--- src/core/mtm_defines.svh ---
// Register offsets, field positions, source codes and reset values for the modulo timer.
// What this block does
// Interrupt request when flag and enable set.
// Software clears flag before setting enable.
// Counter-reset bit zeroes count and flag.
// Halt bit freezes count; set by reset.
// Unused control and clock bits read zero.
// Source field picks bus, fixed, pin edges.
// Source change keeps the count running.
// Prescaler divides by two to field power, by 256 for codes eight and up.
// Prescaler change keeps the count running.
// Count register is read-only, reset zero.
// Modulo zero means free-running full range.
// Any modulo write zeroes count and flag.
// Count up to modulo, then roll over.
// Flag sets on modulo-to-zero transition.
// Flag clears by read then zero write.
// Reset leaves timer stopped with defaults.
// Software clears halt to start counting.
// Nonzero modulo while running is modulo mode.
// Pin synchronised; at most quarter bus rate.
// Debug mode suspends counting, then resumes.
// Request is flag AND enable, a level.
`ifndef MTM_DEFINES_SVH
`define MTM_DEFINES_SVH
`define MTM_OFF_STATUS_CONTROL 12'h000
`define MTM_OFF_CLOCK_CONFIG 12'h004
`define MTM_OFF_COUNT_VALUE 12'h008
`define MTM_OFF_MODULO_VALUE 12'h00c
`define MTM_BIT_FLAG 7
`define MTM_BIT_IRQ_EN 6
`define MTM_BIT_CNT_RST 5
`define MTM_BIT_HALT 4
`define MTM_CLOCK_SOURCE_SELECT_HI 5
`define MTM_CLOCK_SOURCE_SELECT_LO 4
`define MTM_PS_HI 3
`define MTM_PS_LO 0
`define MTM_PS_MAX 4'h8
`define MTM_SRC_BUS 2'h0
`define MTM_SRC_FIXED 2'h1
`define MTM_SRC_PIN_FALL 2'h2
`define MTM_SRC_PIN_RISE 2'h3
`define MTM_RST_COUNT 8'h00
`define MTM_RST_MODULO 8'h00
`define MTM_RST_CLKCFG 6'h00
`endif

--- src/core/mtm_pkg.sv ---
// Types shared by the modulo timer.
package mtm_pkg;
  typedef struct packed {
    logic psel;
    logic penable;
    logic pwrite;
    logic [11:0] paddr;
    logic [31:0] pwdata;
  } mtm_apb_req_t;

  typedef struct packed {
    logic pready;
    logic pslverr;
    logic [31:0] prdata;
  } mtm_apb_rsp_t;

  typedef enum logic [1:0] {
    MTM_CLR_IDLE = 2'b00,
    MTM_CLR_ARMED = 2'b01
  } mtm_clr_t;

  typedef struct packed {
    logic overflow_flag;
    logic overflow_irq_enable;
    logic counter_halt;
    logic [1:0] clock_source_select;
    logic [3:0] prescale_select;
    logic [7:0] count;
    logic [7:0] modulo_field;
    logic [7:0] prescaler;
    logic pin_sync1;
    logic pin_sync2;
    logic pin_prev;
    mtm_clr_t clr_state;
    logic [31:0] prdata;
  } mtm_state_t;
endpackage : mtm_pkg

--- src/core/mtm_timer.sv ---
// Modulo timer core with its APB register slave.
`timescale 1ns/10ps
`include "mtm_defines.svh"
module mtm_timer (
  // Clock and reset
  input wire logic clk,
  input wire logic rst,
  // Register bus
  input wire mtm_pkg::mtm_apb_req_t apb_req,
  output mtm_pkg::mtm_apb_rsp_t apb_rsp,
  // Timer clock and debug inputs
  input wire logic fixed_frequency_clock,
  input wire logic external_timer_clock_pin,
  input wire logic debug_active,
  // Interrupt request
  output logic timer_irq
);
  import mtm_pkg::*;

  mtm_state_t st;
  mtm_state_t next_st;

  // Prescaler tap for a given divide code; codes past eight divide by 256.
  function automatic logic tap_tick(input logic [7:0] pre, input logic [3:0] ps);
    logic t;
    t = 1'b1;
    if (ps == 4'h0)
    begin
      t = 1'b1;
    end
    else if (ps >= `MTM_PS_MAX)
    begin
      t = &pre;
    end
    else
    begin
      t = &(pre | ~((8'h01 << ps[2:0]) - 8'h01));
    end
    return t;
  endfunction : tap_tick

  logic wr_acc;
  logic rd_acc;
  logic src_edge;
  logic tick;
  logic [7:0] sc_read;
  logic [7:0] clk_read;

  assign wr_acc = apb_req.psel & apb_req.penable & apb_req.pwrite;
  assign rd_acc = apb_req.psel & apb_req.penable & ~apb_req.pwrite;

  // unused bits zero
  assign sc_read = {st.overflow_flag, st.overflow_irq_enable, 1'b0, st.counter_halt, 4'h0};
  assign clk_read = {2'b00, st.clock_source_select, st.prescale_select};

  always_comb
  begin
    next_st = st;
    src_edge = 1'b0;
    tick = 1'b0;
    // two-stage pin synchroniser
    next_st.pin_sync1 = external_timer_clock_pin;
    next_st.pin_sync2 = st.pin_sync1;
    next_st.pin_prev = st.pin_sync2;
    // source selection
    case (st.clock_source_select)
      `MTM_SRC_BUS: src_edge = 1'b1;
      `MTM_SRC_FIXED: src_edge = fixed_frequency_clock;
      `MTM_SRC_PIN_FALL: src_edge = st.pin_prev & ~st.pin_sync2;
      default: src_edge = st.pin_sync2 & ~st.pin_prev;
    endcase
    // halt freezes; R20 debug suspends
    if (!st.counter_halt && !debug_active && src_edge)
    begin
      // binary prescaler tap; R7 R9 changes keep the count
      tick = tap_tick(st.prescaler, st.prescale_select);
      next_st.prescaler = st.prescaler + 8'h01;
    end
    if (tick)
    begin
      // modulo compare; R11 zero is full range
      if (st.modulo_field != 8'h00 && st.count == st.modulo_field)
      begin
        next_st.count = 8'h00;
      end
      else
      begin
        next_st.count = st.count + 8'h01;
      end
    end
    // a read with the flag set arms the clear
    if (rd_acc && apb_req.paddr == `MTM_OFF_STATUS_CONTROL && st.overflow_flag)
    begin
      next_st.clr_state = MTM_CLR_ARMED;
    end
    next_st.prdata = 32'h0000_0000;
    if (rd_acc)
    begin
      if (apb_req.paddr == `MTM_OFF_STATUS_CONTROL)
      begin
        next_st.prdata = {24'h00_0000, sc_read};
      end
      else if (apb_req.paddr == `MTM_OFF_CLOCK_CONFIG)
      begin
        next_st.prdata = {24'h00_0000, clk_read};
      end
      else if (apb_req.paddr == `MTM_OFF_COUNT_VALUE)
      begin
        // live count read
        next_st.prdata = {24'h00_0000, st.count};
      end
      else if (apb_req.paddr == `MTM_OFF_MODULO_VALUE)
      begin
        next_st.prdata = {24'h00_0000, st.modulo_field};
      end
    end
    if (wr_acc)
    begin
      if (apb_req.paddr == `MTM_OFF_STATUS_CONTROL)
      begin
        next_st.overflow_irq_enable = apb_req.pwdata[`MTM_BIT_IRQ_EN];
        next_st.counter_halt = apb_req.pwdata[`MTM_BIT_HALT];
        // second step clears only when armed
        if (!apb_req.pwdata[`MTM_BIT_FLAG] && st.clr_state == MTM_CLR_ARMED)
        begin
          next_st.overflow_flag = 1'b0;
        end
        next_st.clr_state = MTM_CLR_IDLE;
        // counter reset
        if (apb_req.pwdata[`MTM_BIT_CNT_RST])
        begin
          next_st.count = 8'h00;
          next_st.prescaler = 8'h00;
          next_st.overflow_flag = 1'b0;
        end
      end
      else if (apb_req.paddr == `MTM_OFF_CLOCK_CONFIG)
      begin
        next_st.clock_source_select = apb_req.pwdata[`MTM_CLOCK_SOURCE_SELECT_HI:`MTM_CLOCK_SOURCE_SELECT_LO];
        next_st.prescale_select = apb_req.pwdata[`MTM_PS_HI:`MTM_PS_LO];
      end
      else if (apb_req.paddr == `MTM_OFF_MODULO_VALUE)
      begin
        // modulo write resets count and flag
        next_st.modulo_field = apb_req.pwdata[7:0];
        next_st.count = 8'h00;
        next_st.prescaler = 8'h00;
        next_st.overflow_flag = 1'b0;
      end
    end
    // overflow sets the flag and wins over a clear write, not over a modulo or count-reset write; disarms any pending clear
    if (tick && st.modulo_field != 8'h00 && st.count == st.modulo_field
        && !(wr_acc && apb_req.paddr == `MTM_OFF_MODULO_VALUE)
        && !(wr_acc && apb_req.paddr == `MTM_OFF_STATUS_CONTROL
             && apb_req.pwdata[`MTM_BIT_CNT_RST]))
    begin
      next_st.overflow_flag = 1'b1;
      next_st.clr_state = MTM_CLR_IDLE;
    end
    else if (tick && st.modulo_field == 8'h00 && st.count == 8'hff
        && !(wr_acc && apb_req.paddr == `MTM_OFF_MODULO_VALUE)
        && !(wr_acc && apb_req.paddr == `MTM_OFF_STATUS_CONTROL
             && apb_req.pwdata[`MTM_BIT_CNT_RST]))
    begin
      next_st.overflow_flag = 1'b1;
      next_st.clr_state = MTM_CLR_IDLE;
    end
  end

  always_ff @(posedge clk)
  begin
    if (rst)
    begin
      // reset state
      st <= '0;
      st.counter_halt <= 1'b1;
      st.count <= `MTM_RST_COUNT;
      st.modulo_field <= `MTM_RST_MODULO;
      {st.clock_source_select, st.prescale_select} <= `MTM_RST_CLKCFG;
      st.clr_state <= MTM_CLR_IDLE;
    end
    else
    begin
      st <= next_st;
    end
  end

  // level request
  assign timer_irq = st.overflow_flag & st.overflow_irq_enable;

  // Read data is registered in the first access cycle, so reads answer one cycle late.
  logic rd_wait;
  always_ff @(posedge clk)
  begin
    if (rst)
    begin
      rd_wait <= 1'b0;
    end
    else
    begin
      rd_wait <= rd_acc & ~rd_wait;
    end
  end

  always_comb
  begin
    apb_rsp.pready = apb_req.pwrite ? 1'b1 : rd_wait;
    apb_rsp.pslverr = 1'b0;
    apb_rsp.prdata = st.prdata;
  end
endmodule : mtm_timer

--- config.mk ---
export PLATFORM = sky130hd
export DESIGN_NAME = mtm_timer
export DESIGN_NICKNAME = d
export VERILOG_FILES = /design/src/core/mtm_pkg.sv /design/src/core/mtm_timer.sv
export VERILOG_INCLUDE_DIRS = /design/src /design/src/core
export SDC_FILE = /design/constraint.sdc
export NUM_CORES = 1
export LEC_CHECK = 0
export ABC_AREA = 0
export BUFFER_PORTS_ARGS = -buffer_cell sky130_fd_sc_hd__buf_2
export CORE_UTILIZATION = 28
export CTS_CLUSTER_DIAMETER = 150
export DETAILED_ROUTE_END_ITERATION = 8
export MAX_ROUTING_LAYER = met4
export PLACE_DENSITY = 0.52
export REMOVE_ABC_BUFFERS = 1
export SYNTH_ARGS = -nofsm -noshare
export SYNTH_HDL_FRONTEND = slang
export SYNTH_SLANG_ARGS = --single-unit
--- constraint.sdc ---
create_clock -name clk -period 3.05 [get_ports clk]
set_clock_uncertainty 0.2 [all_clocks]
set_input_delay 0.305 -clock clk [delete_from_list [all_inputs] [get_ports clk]]
set_output_delay 0.305 -clock clk [all_outputs]
set_load 0.03 [all_outputs]
==> impl_results.md, run 1 <==
* Status: complete, no violations
* Worst skew pair latency at 0.30 ns
* Area of the mapped netlist at 0.00259 mm²
* Top cells by area, synth: dfxtp_1, buf_4, xor2_1
* Detailed Route WL at 5830 µm
* # Post-CTS Setup Buffers at 0
* Max Cap Viol at 0
* Initial antenna violation count at 0
* Synth top area share at 36.3%
* CTS tree: yes
* Placed insts at 421
* Initial detailed-routing violation count at 108
* Worst setup SP type: register
* Setup Slack @ Placement at 0.559 ns
* Worst Path Max Fanout at 18
* Initial Util at 29.3%
* Mean Syn Cell Area at 8.85 µm²
* Final ANT Viol Nets at 0
* Cell variety after synth at 54
* Wl on met1 at 2850 µm
* Final Non-Filler Cells at 429
* Avg Vias per Cell at 4.85
* Die W at 98.2 µm
* Global route overflow at 0
* Worst-Margin Slew at 0.632 ns
* Period minus WS final at 2.48 ns
* Ports at 87
* Worst path cell trace: nand2_1, o221ai_2, nand3_2, o31ai_2, a21oi_1
* NumNets Final at 374
* Kind of critical path: reg2reg
* Synth warnings at 0
* RSZ-0062 raised after global routing: false
* EDFF count, synth at 0
* DR DRC count at 0
* Largest net degree at the start of global routing at 27
* Critical path launch point: clk_read[4]
* # hold bufs at CTS at 0
* WL met3 at 183 µm
* Die ar. at 0.00965 mm²
* Top layer in use: met4
* Inserted Clock Buffers at 5
* LEAKAGE at 0.00116 µW
* I/O Buffers at 37
* DR pass1 iterations at 6
* Final Worst Setup Slack at 0.575 ns
* Mapped Cells at 293
* Synth Register Bits at 47
* Synth area leader: dfxtp_1
* Fmax at 0.404 GHz
* Maximum root-to-sink buffer count at 2
* Detailed Place HPWL at 4270 µm
* Fraction of registers with async set/reset at 0%
* Layout cells sized above 1 at 23.7%
* Antenna diodes at 0
* First-pass GRT wire length at 9820 µm
* Slew Limit Fails at 0
* Num Clock Sinks at 47
* Worst Path Arrival at 2.44 ns
* Post_cts resized at 0
* Critical Path End Type: register
* Final Hold Fails at 0
* VDD IR-drop max at 0.179 mV
* Via Count at 2,081
* Critical hold path startpoint: external_timer_clock_pin
* Setup TNS at 0 ns
* Die height at 98.2 µm
* Number of global-route vias before repair at 1,984
* Routed wl met2 at 2690 µm
* Design Area, Final at 0.00283 mm²
* H-tree Lvls at 2
* Seq/Total Area, Yosys at 36.3%
* Filler cell count at 964
* Clk slew on worst S/H paths at 0.09 ns
* Final setup fails at 0
* Cell row count at 34
* CP peak stage delay at 0.67 ns
* Core ar. at 0.00885 mm²
* Req. time, crit path at 3.01 ns
* HP Class: in2reg
* Slew HR at 57.6%
* Period utilisation layout at 81.2%
* Area after DPL at 0.00273 mm²
* R2R Path Start: clk_read[4]
* PwrDens at 399 mW/mm²
* Post-DR wirelength/cell at 13.6 µm
* Root Driver: clkbuf_8
* RD Place Congestion at 0.809
* CP max-delay cell: o31ai_2
* Syn-to-layout area delta at 9.26%
* Total track usage at 13.2%
* Prevailing post-synth register cell: dfxtp_1
[power breakdown]
| group | total [µW] | switching [µW] | internal, µW | leakage, µW |
|---|---|---|---|---|
| Combinational | 98.2 | 74.7 | 23.5 | 0.000727 |
| Sequential | 616 | 0.821 | 615 | 0.000379 |
| Clock | 418 | 211 | 207 | 0.0000515 |
| Total | 1130 | 286 | 846 | 0.00116 |
[per-stage QoR]
step                power (µW)  utilization [%]  hold slack [ns]
floorplan                  690                -            0.174
global placement           727             30.9            0.239
detailed placement         729             30.9            0.235
CTS                       1150             32.0          0.00303
global route              1180             32.0          0.00506
finish                    1130             32.0          0.00811
[final timing paths]
kind              slack [ns]           to  cells after the start
setup reg to reg        0.57       st[56]                      5
hold / removal         0.008  next_st[35]                      2
setup / recovery        0.57       st[56]                      5
hold reg to reg         0.26  next_st[34]                      1
[worst max-delay path, delay by kind of cell (launching register included)]
kind             cells  cell delay (ns)
flip-flops           1             0.46
AO/OA/AOI/OAI        3             1.16
AND/OR/NAND/NOR      2             0.51
[metal layers]
| metal | vias up | global-route usage (%) |
|---|---|---|
| met4 | 0 | 4.71 |
| met1 | 992 | 17.4 |
| met3 | 5 | 2.86 |
| met2 | 43 | 20.0 |
| li1 | 1041 | - |
| met5 | - | - |
[Yosys cell counts (2+ instances only)]
library cell  count
clkbuf_1          8
or4_1             7
nand3_1          15
o21ba_2           2
o21a_1            3
nand4_1           4
buf_4            33
a22oi_1           7
nor2_2            7
a21oi_1          19
nor3_1            3
dfxtp_1          47
or3_1             4
o31ai_1           6
or2_2             2
a21o_1            3
and3_1            2
nor2b_1           5
ha_1              2
nor2_1           16
o21ai_0           5
mux2_2            7
nand2_1          22
buf_2             2
and4b_1           2
and2_1            4
inv_1             4
mux2i_1           8
xor2_1           13
nand2b_1          2
nor4_1            6
[area by class of cell]
type	instances	area, µm²	share of cell area [%]
Timing Repair Buffer	40	208	7.33
Inverter	4	15.0	0.530
Multi-Input combinational cell	222	1440	50.6
Clock buffer	8	100	3.53
Tap cell	108	135	4.77
Sequential cell	47	941	33.2
[logic make-up after synthesis]
family                   count (synthesis)  synth area share (%)
adder cells (fa/ha/maj)                  2                 0.965
XOR/XNOR                                13                  4.39
AO/OA/AOI/OAI                           54                  14.9
other                                    1                 0.145
flip-flops                              47                  36.3
AND/OR/NAND/NOR                        112                  24.3
buffers and inverters                   48                  12.1
multiplexers                            16                  6.99
[state kept, by name, summed over array words and instances, names as in the netlist]
register  flops
st           27
apb_rsp       8
sc_read       3
next_st       2
rd_wait       1
clk_read      6
[placed cells by master (no fill, tap or decap), types with 2 or more instances in the layout]
cell | Yosys | layout
mux2i_1 | 8 | 8
a22oi_1 | 7 | 7
o21ai_0 | 5 | 5
nand2_1 | 22 | 22
nor3_1 | 3 | 3
or3_1 | 4 | 4
nand2b_1 | 2 | 2
o31ai_1 | 6 | 6
nor2b_1 | 5 | 5
nor2_1 | 16 | 16
nand4_1 | 4 | 4
nand3_1 | 15 | 15
buf_4 | 33 | 3
dfxtp_1 | 47 | 47
and4b_1 | 2 | 2
and3_1 | 2 | 2
o21ba_2 | 2 | 2
xor2_1 | 13 | 13
clkbuf_8 | 0 | 7
mux2_2 | 7 | 7
or4_1 | 7 | 7
conb_1 | 1 | 25
buf_2 | 2 | 37
o21a_1 | 3 | 3
nor4_1 | 6 | 5
or2_2 | 2 | 2
inv_1 | 4 | 4
and2_1 | 4 | 4
ha_1 | 2 | 2
a21oi_1 | 19 | 19
a21o_1 | 3 | 3
nor2_2 | 7 | 7
Note: power is estimated with default switching activity, not from simulation.
==> inputs of run 2 (changes only) <==
--- a/config.mk
+++ b/config.mk
@@ -6,7 +6,7 @@
 export SDC_FILE = /design/constraint.sdc
 export NUM_CORES = 1
 export LEC_CHECK = 0
-export ABC_AREA = 0
+export ABC_AREA = 1
 export BUFFER_PORTS_ARGS = -buffer_cell sky130_fd_sc_hd__buf_2
 export CORE_UTILIZATION = 28
 export CTS_CLUSTER_DIAMETER = 150
==> constraint.sdc (replaced) <==
create_clock -name clk -period 2.4 [get_ports clk]
set_clock_uncertainty 0.2 [all_clocks]
set_input_delay 0.24 -clock clk [delete_from_list [all_inputs] [get_ports clk]]
set_output_delay 0.24 -clock clk [all_outputs]
set_load 0.03 [all_outputs]
==> run 2 against run 1 <==
  * Via count increased by 9.4%
  * Combinational power increased by 31%
  * Critical path depth increased by 2
  * Synthesized cell count increased by 24%
  * Critical path type is now in2reg
==> impl_results.md, run 2 <==
* Max Cap Viol at 0
* Critical path launch point: rst
* Prevailing post-synth register cell: dfxtp_1
* Avg Vias per Cell at 4.45
* Fmax at 0.532 GHz
* EDFF count, synth at 0
* Cell variety after synth at 36
* Post-DR wirelength/cell at 11.1 µm
* CP peak stage delay at 0.53 ns
* Maximum root-to-sink buffer count at 2
* Layout cells sized above 1 at 22.2%
* Initial Util at 28.9%
* Die height at 99.4 µm
* Post-layout util at 32.2%
* Global route overflow at 0
* Kind of critical path: in2reg
* Worst Path Max Fanout at 6
* Final setup fails at 0
* Most flops, register: st
* Mapped Cells at 364
* Largest net degree at the start of global routing at 19
* Total track usage at 12.7%
* RSZ-0062 raised after global routing: false
* DR pass1 iterations at 4
* Inserted Clock Buffers at 5
* Slew Limit Fails at 0
* Worst setup SP type: input port
* Initial detailed-routing violation count at 88
* Hold Path Sink: sc_read[4]
* Num Clock Sinks at 47
* Core ar. at 0.00920 mm²
* Period utilisation layout at 78.3%
* Worst Path Arrival at 1.88 ns
* Area of the mapped netlist at 0.00266 mm²
* Critical hold path startpoint: apb_req[4]
* Cell row count at 35
* HP Class: in2reg
* Detailed Place HPWL at 4550 µm
* Max FFs per register at 27
* H-tree Lvls at 2
* Worst skew pair latency at 0.30 ns
* Filler cell count at 1,008
* Worst Reg-to-Reg Cells at 12
* CP max-delay cell: dlygate4sd3_1
* Synth Register Bits at 47
* Synth warnings at 0
* Root Driver: clkbuf_8
* Final ANT Viol Nets at 0
* Final Hold Fails at 0
* CTS tree: yes
* Clk slew on worst S/H paths at 0.08 ns
* Critical Path End Type: register
* FF-to-FF setup slack at 0.57 ns
* First-pass GRT wire length at 9720 µm
* Die ar. at 0.00989 mm²
* Most common cell after layout, fill and taps aside: nand2_1
* I/O Buffers at 37
* Syn-to-layout area delta at 11.3%
* Seq/Total Area, Yosys at 35.4%
* Mean Syn Cell Area at 7.30 µm²
* Detailed Route WL at 5680 µm
* Req. time, crit path at 2.41 ns
* Top-count cell post-synth: nand2_1
* VDD IR-drop max at 0.228 mV
* Period minus WS final at 1.88 ns
* Commonest non-fill, non-tap cells in the layout: nand2_1, dfxtp_1, inv_1
* Top cells by count, synth: nand2_1, dfxtp_1, inv_1, buf_4, nor2_1
* DR DRC count at 0
* Fraction of registers with async set/reset at 0%
* Antenna diodes at 0
* Worst path cell trace: dlygate4sd3_1, buf_2, inv_1, nand2_1, nor2_1, o21ai_0, a31oi_1
* Reg2reg end: st[56]
* Status: complete, no violations
* Die W at 99.4 µm
* Setup TNS at 0 ns
* Synth top area share at 35.4%
* Synth area leader: dfxtp_1
* Number of global-route vias before repair at 2,059
* RD Place Congestion at 0.797
* NumNets Final at 455
* Via Count at 2,276
* Ports at 87
* PwrDens at 497 mW/mm²
* Top cells by area, synth: dfxtp_1, buf_4, nand2_1
* R2R Path Start: st[37]
* LEAKAGE at 0.00130 µW
* Hold Path Depth at 3
* Initial antenna violation count at 0
run 2: critical path, delay by kind of cell:
family	cells	cell delay, ns
buffers and inverters	3	0.78
AND/OR/NAND/NOR	2	0.47
AO/OA/AOI/OAI	2	0.40
run 2: worst max path at each step:
stage | endpoint | slack, ns | cells after the start
finish | apb_rsp[5] | 0.52 | 7
detailed placement | clk_read[0] | 0.42 | 9
global placement | clk_read[0] | 0.44 | 9
floorplan | st[56] | 0.74 | 12
CTS | st[56] | 0.56 | 12
global route | apb_rsp[5] | 0.38 | 7
run 2: logic make-up after synthesis:
group	count (synthesis)	share of synthesized area, %
adder cells (fa/ha/maj)	2	0.941
AO/OA/AOI/OAI	64	13.9
buffers and inverters	90	17.7
flip-flops	47	35.4
other	1	0.141
AND/OR/NAND/NOR	152	29.3
XOR/XNOR	8	2.64
run 2: area by class of cell:
cell class | instances | area [µm²] | area share [%]
Tap cell | 111 | 139 | 4.70
Multi-Input combinational cell | 251 | 1340 | 45.2
Clock buffer | 6 | 72.6 | 2.45
Sequential cell | 47 | 941 | 31.8
Inverter | 54 | 208 | 7.02
Timing Repair Buffer | 42 | 230 | 7.78
Clock inverter | 1 | 30.0 | 1.02
run 2: through the flow:
stage                     cell area (µm²)  power [µW]  setup slack, ns  std cells  hold slack [ns]
after CTS                            2960        1490            0.557        512           0.0299
after floorplan                      2490         887            0.745        352            0.111
after global routing                 2960        1540            0.379        512           0.0468
after detailed placement             2830         925            0.416        502            0.200
after global placement               2830         925            0.438        502            0.201
final                                2960        1470            0.521        512           0.0422
run 2: where the power goes:
group	internal [µW]	switching [µW]
clock	306	253
combinational	32.0	96.6
sequential	781	0.966
run 2: per-layer routing:
layer | share of wire (%) | vias up | global-route usage, %
met1 | 52 | 1019 | 18.2
met4 | 1.0 | 0 | 3.51
met5 | 0 | - | -
met2 | 42 | 61 | 18.1
li1 | - | 1189 | -
met3 | 5.3 | 7 | 2.60
run 2: timing repair:
item / 4_1_cts / 5_1_grt
setup buffers: 0 / 0
hold buffers: 3 / 0
resized for setup: 0 / 0
endpoints found under the hold margin: 3 / 0
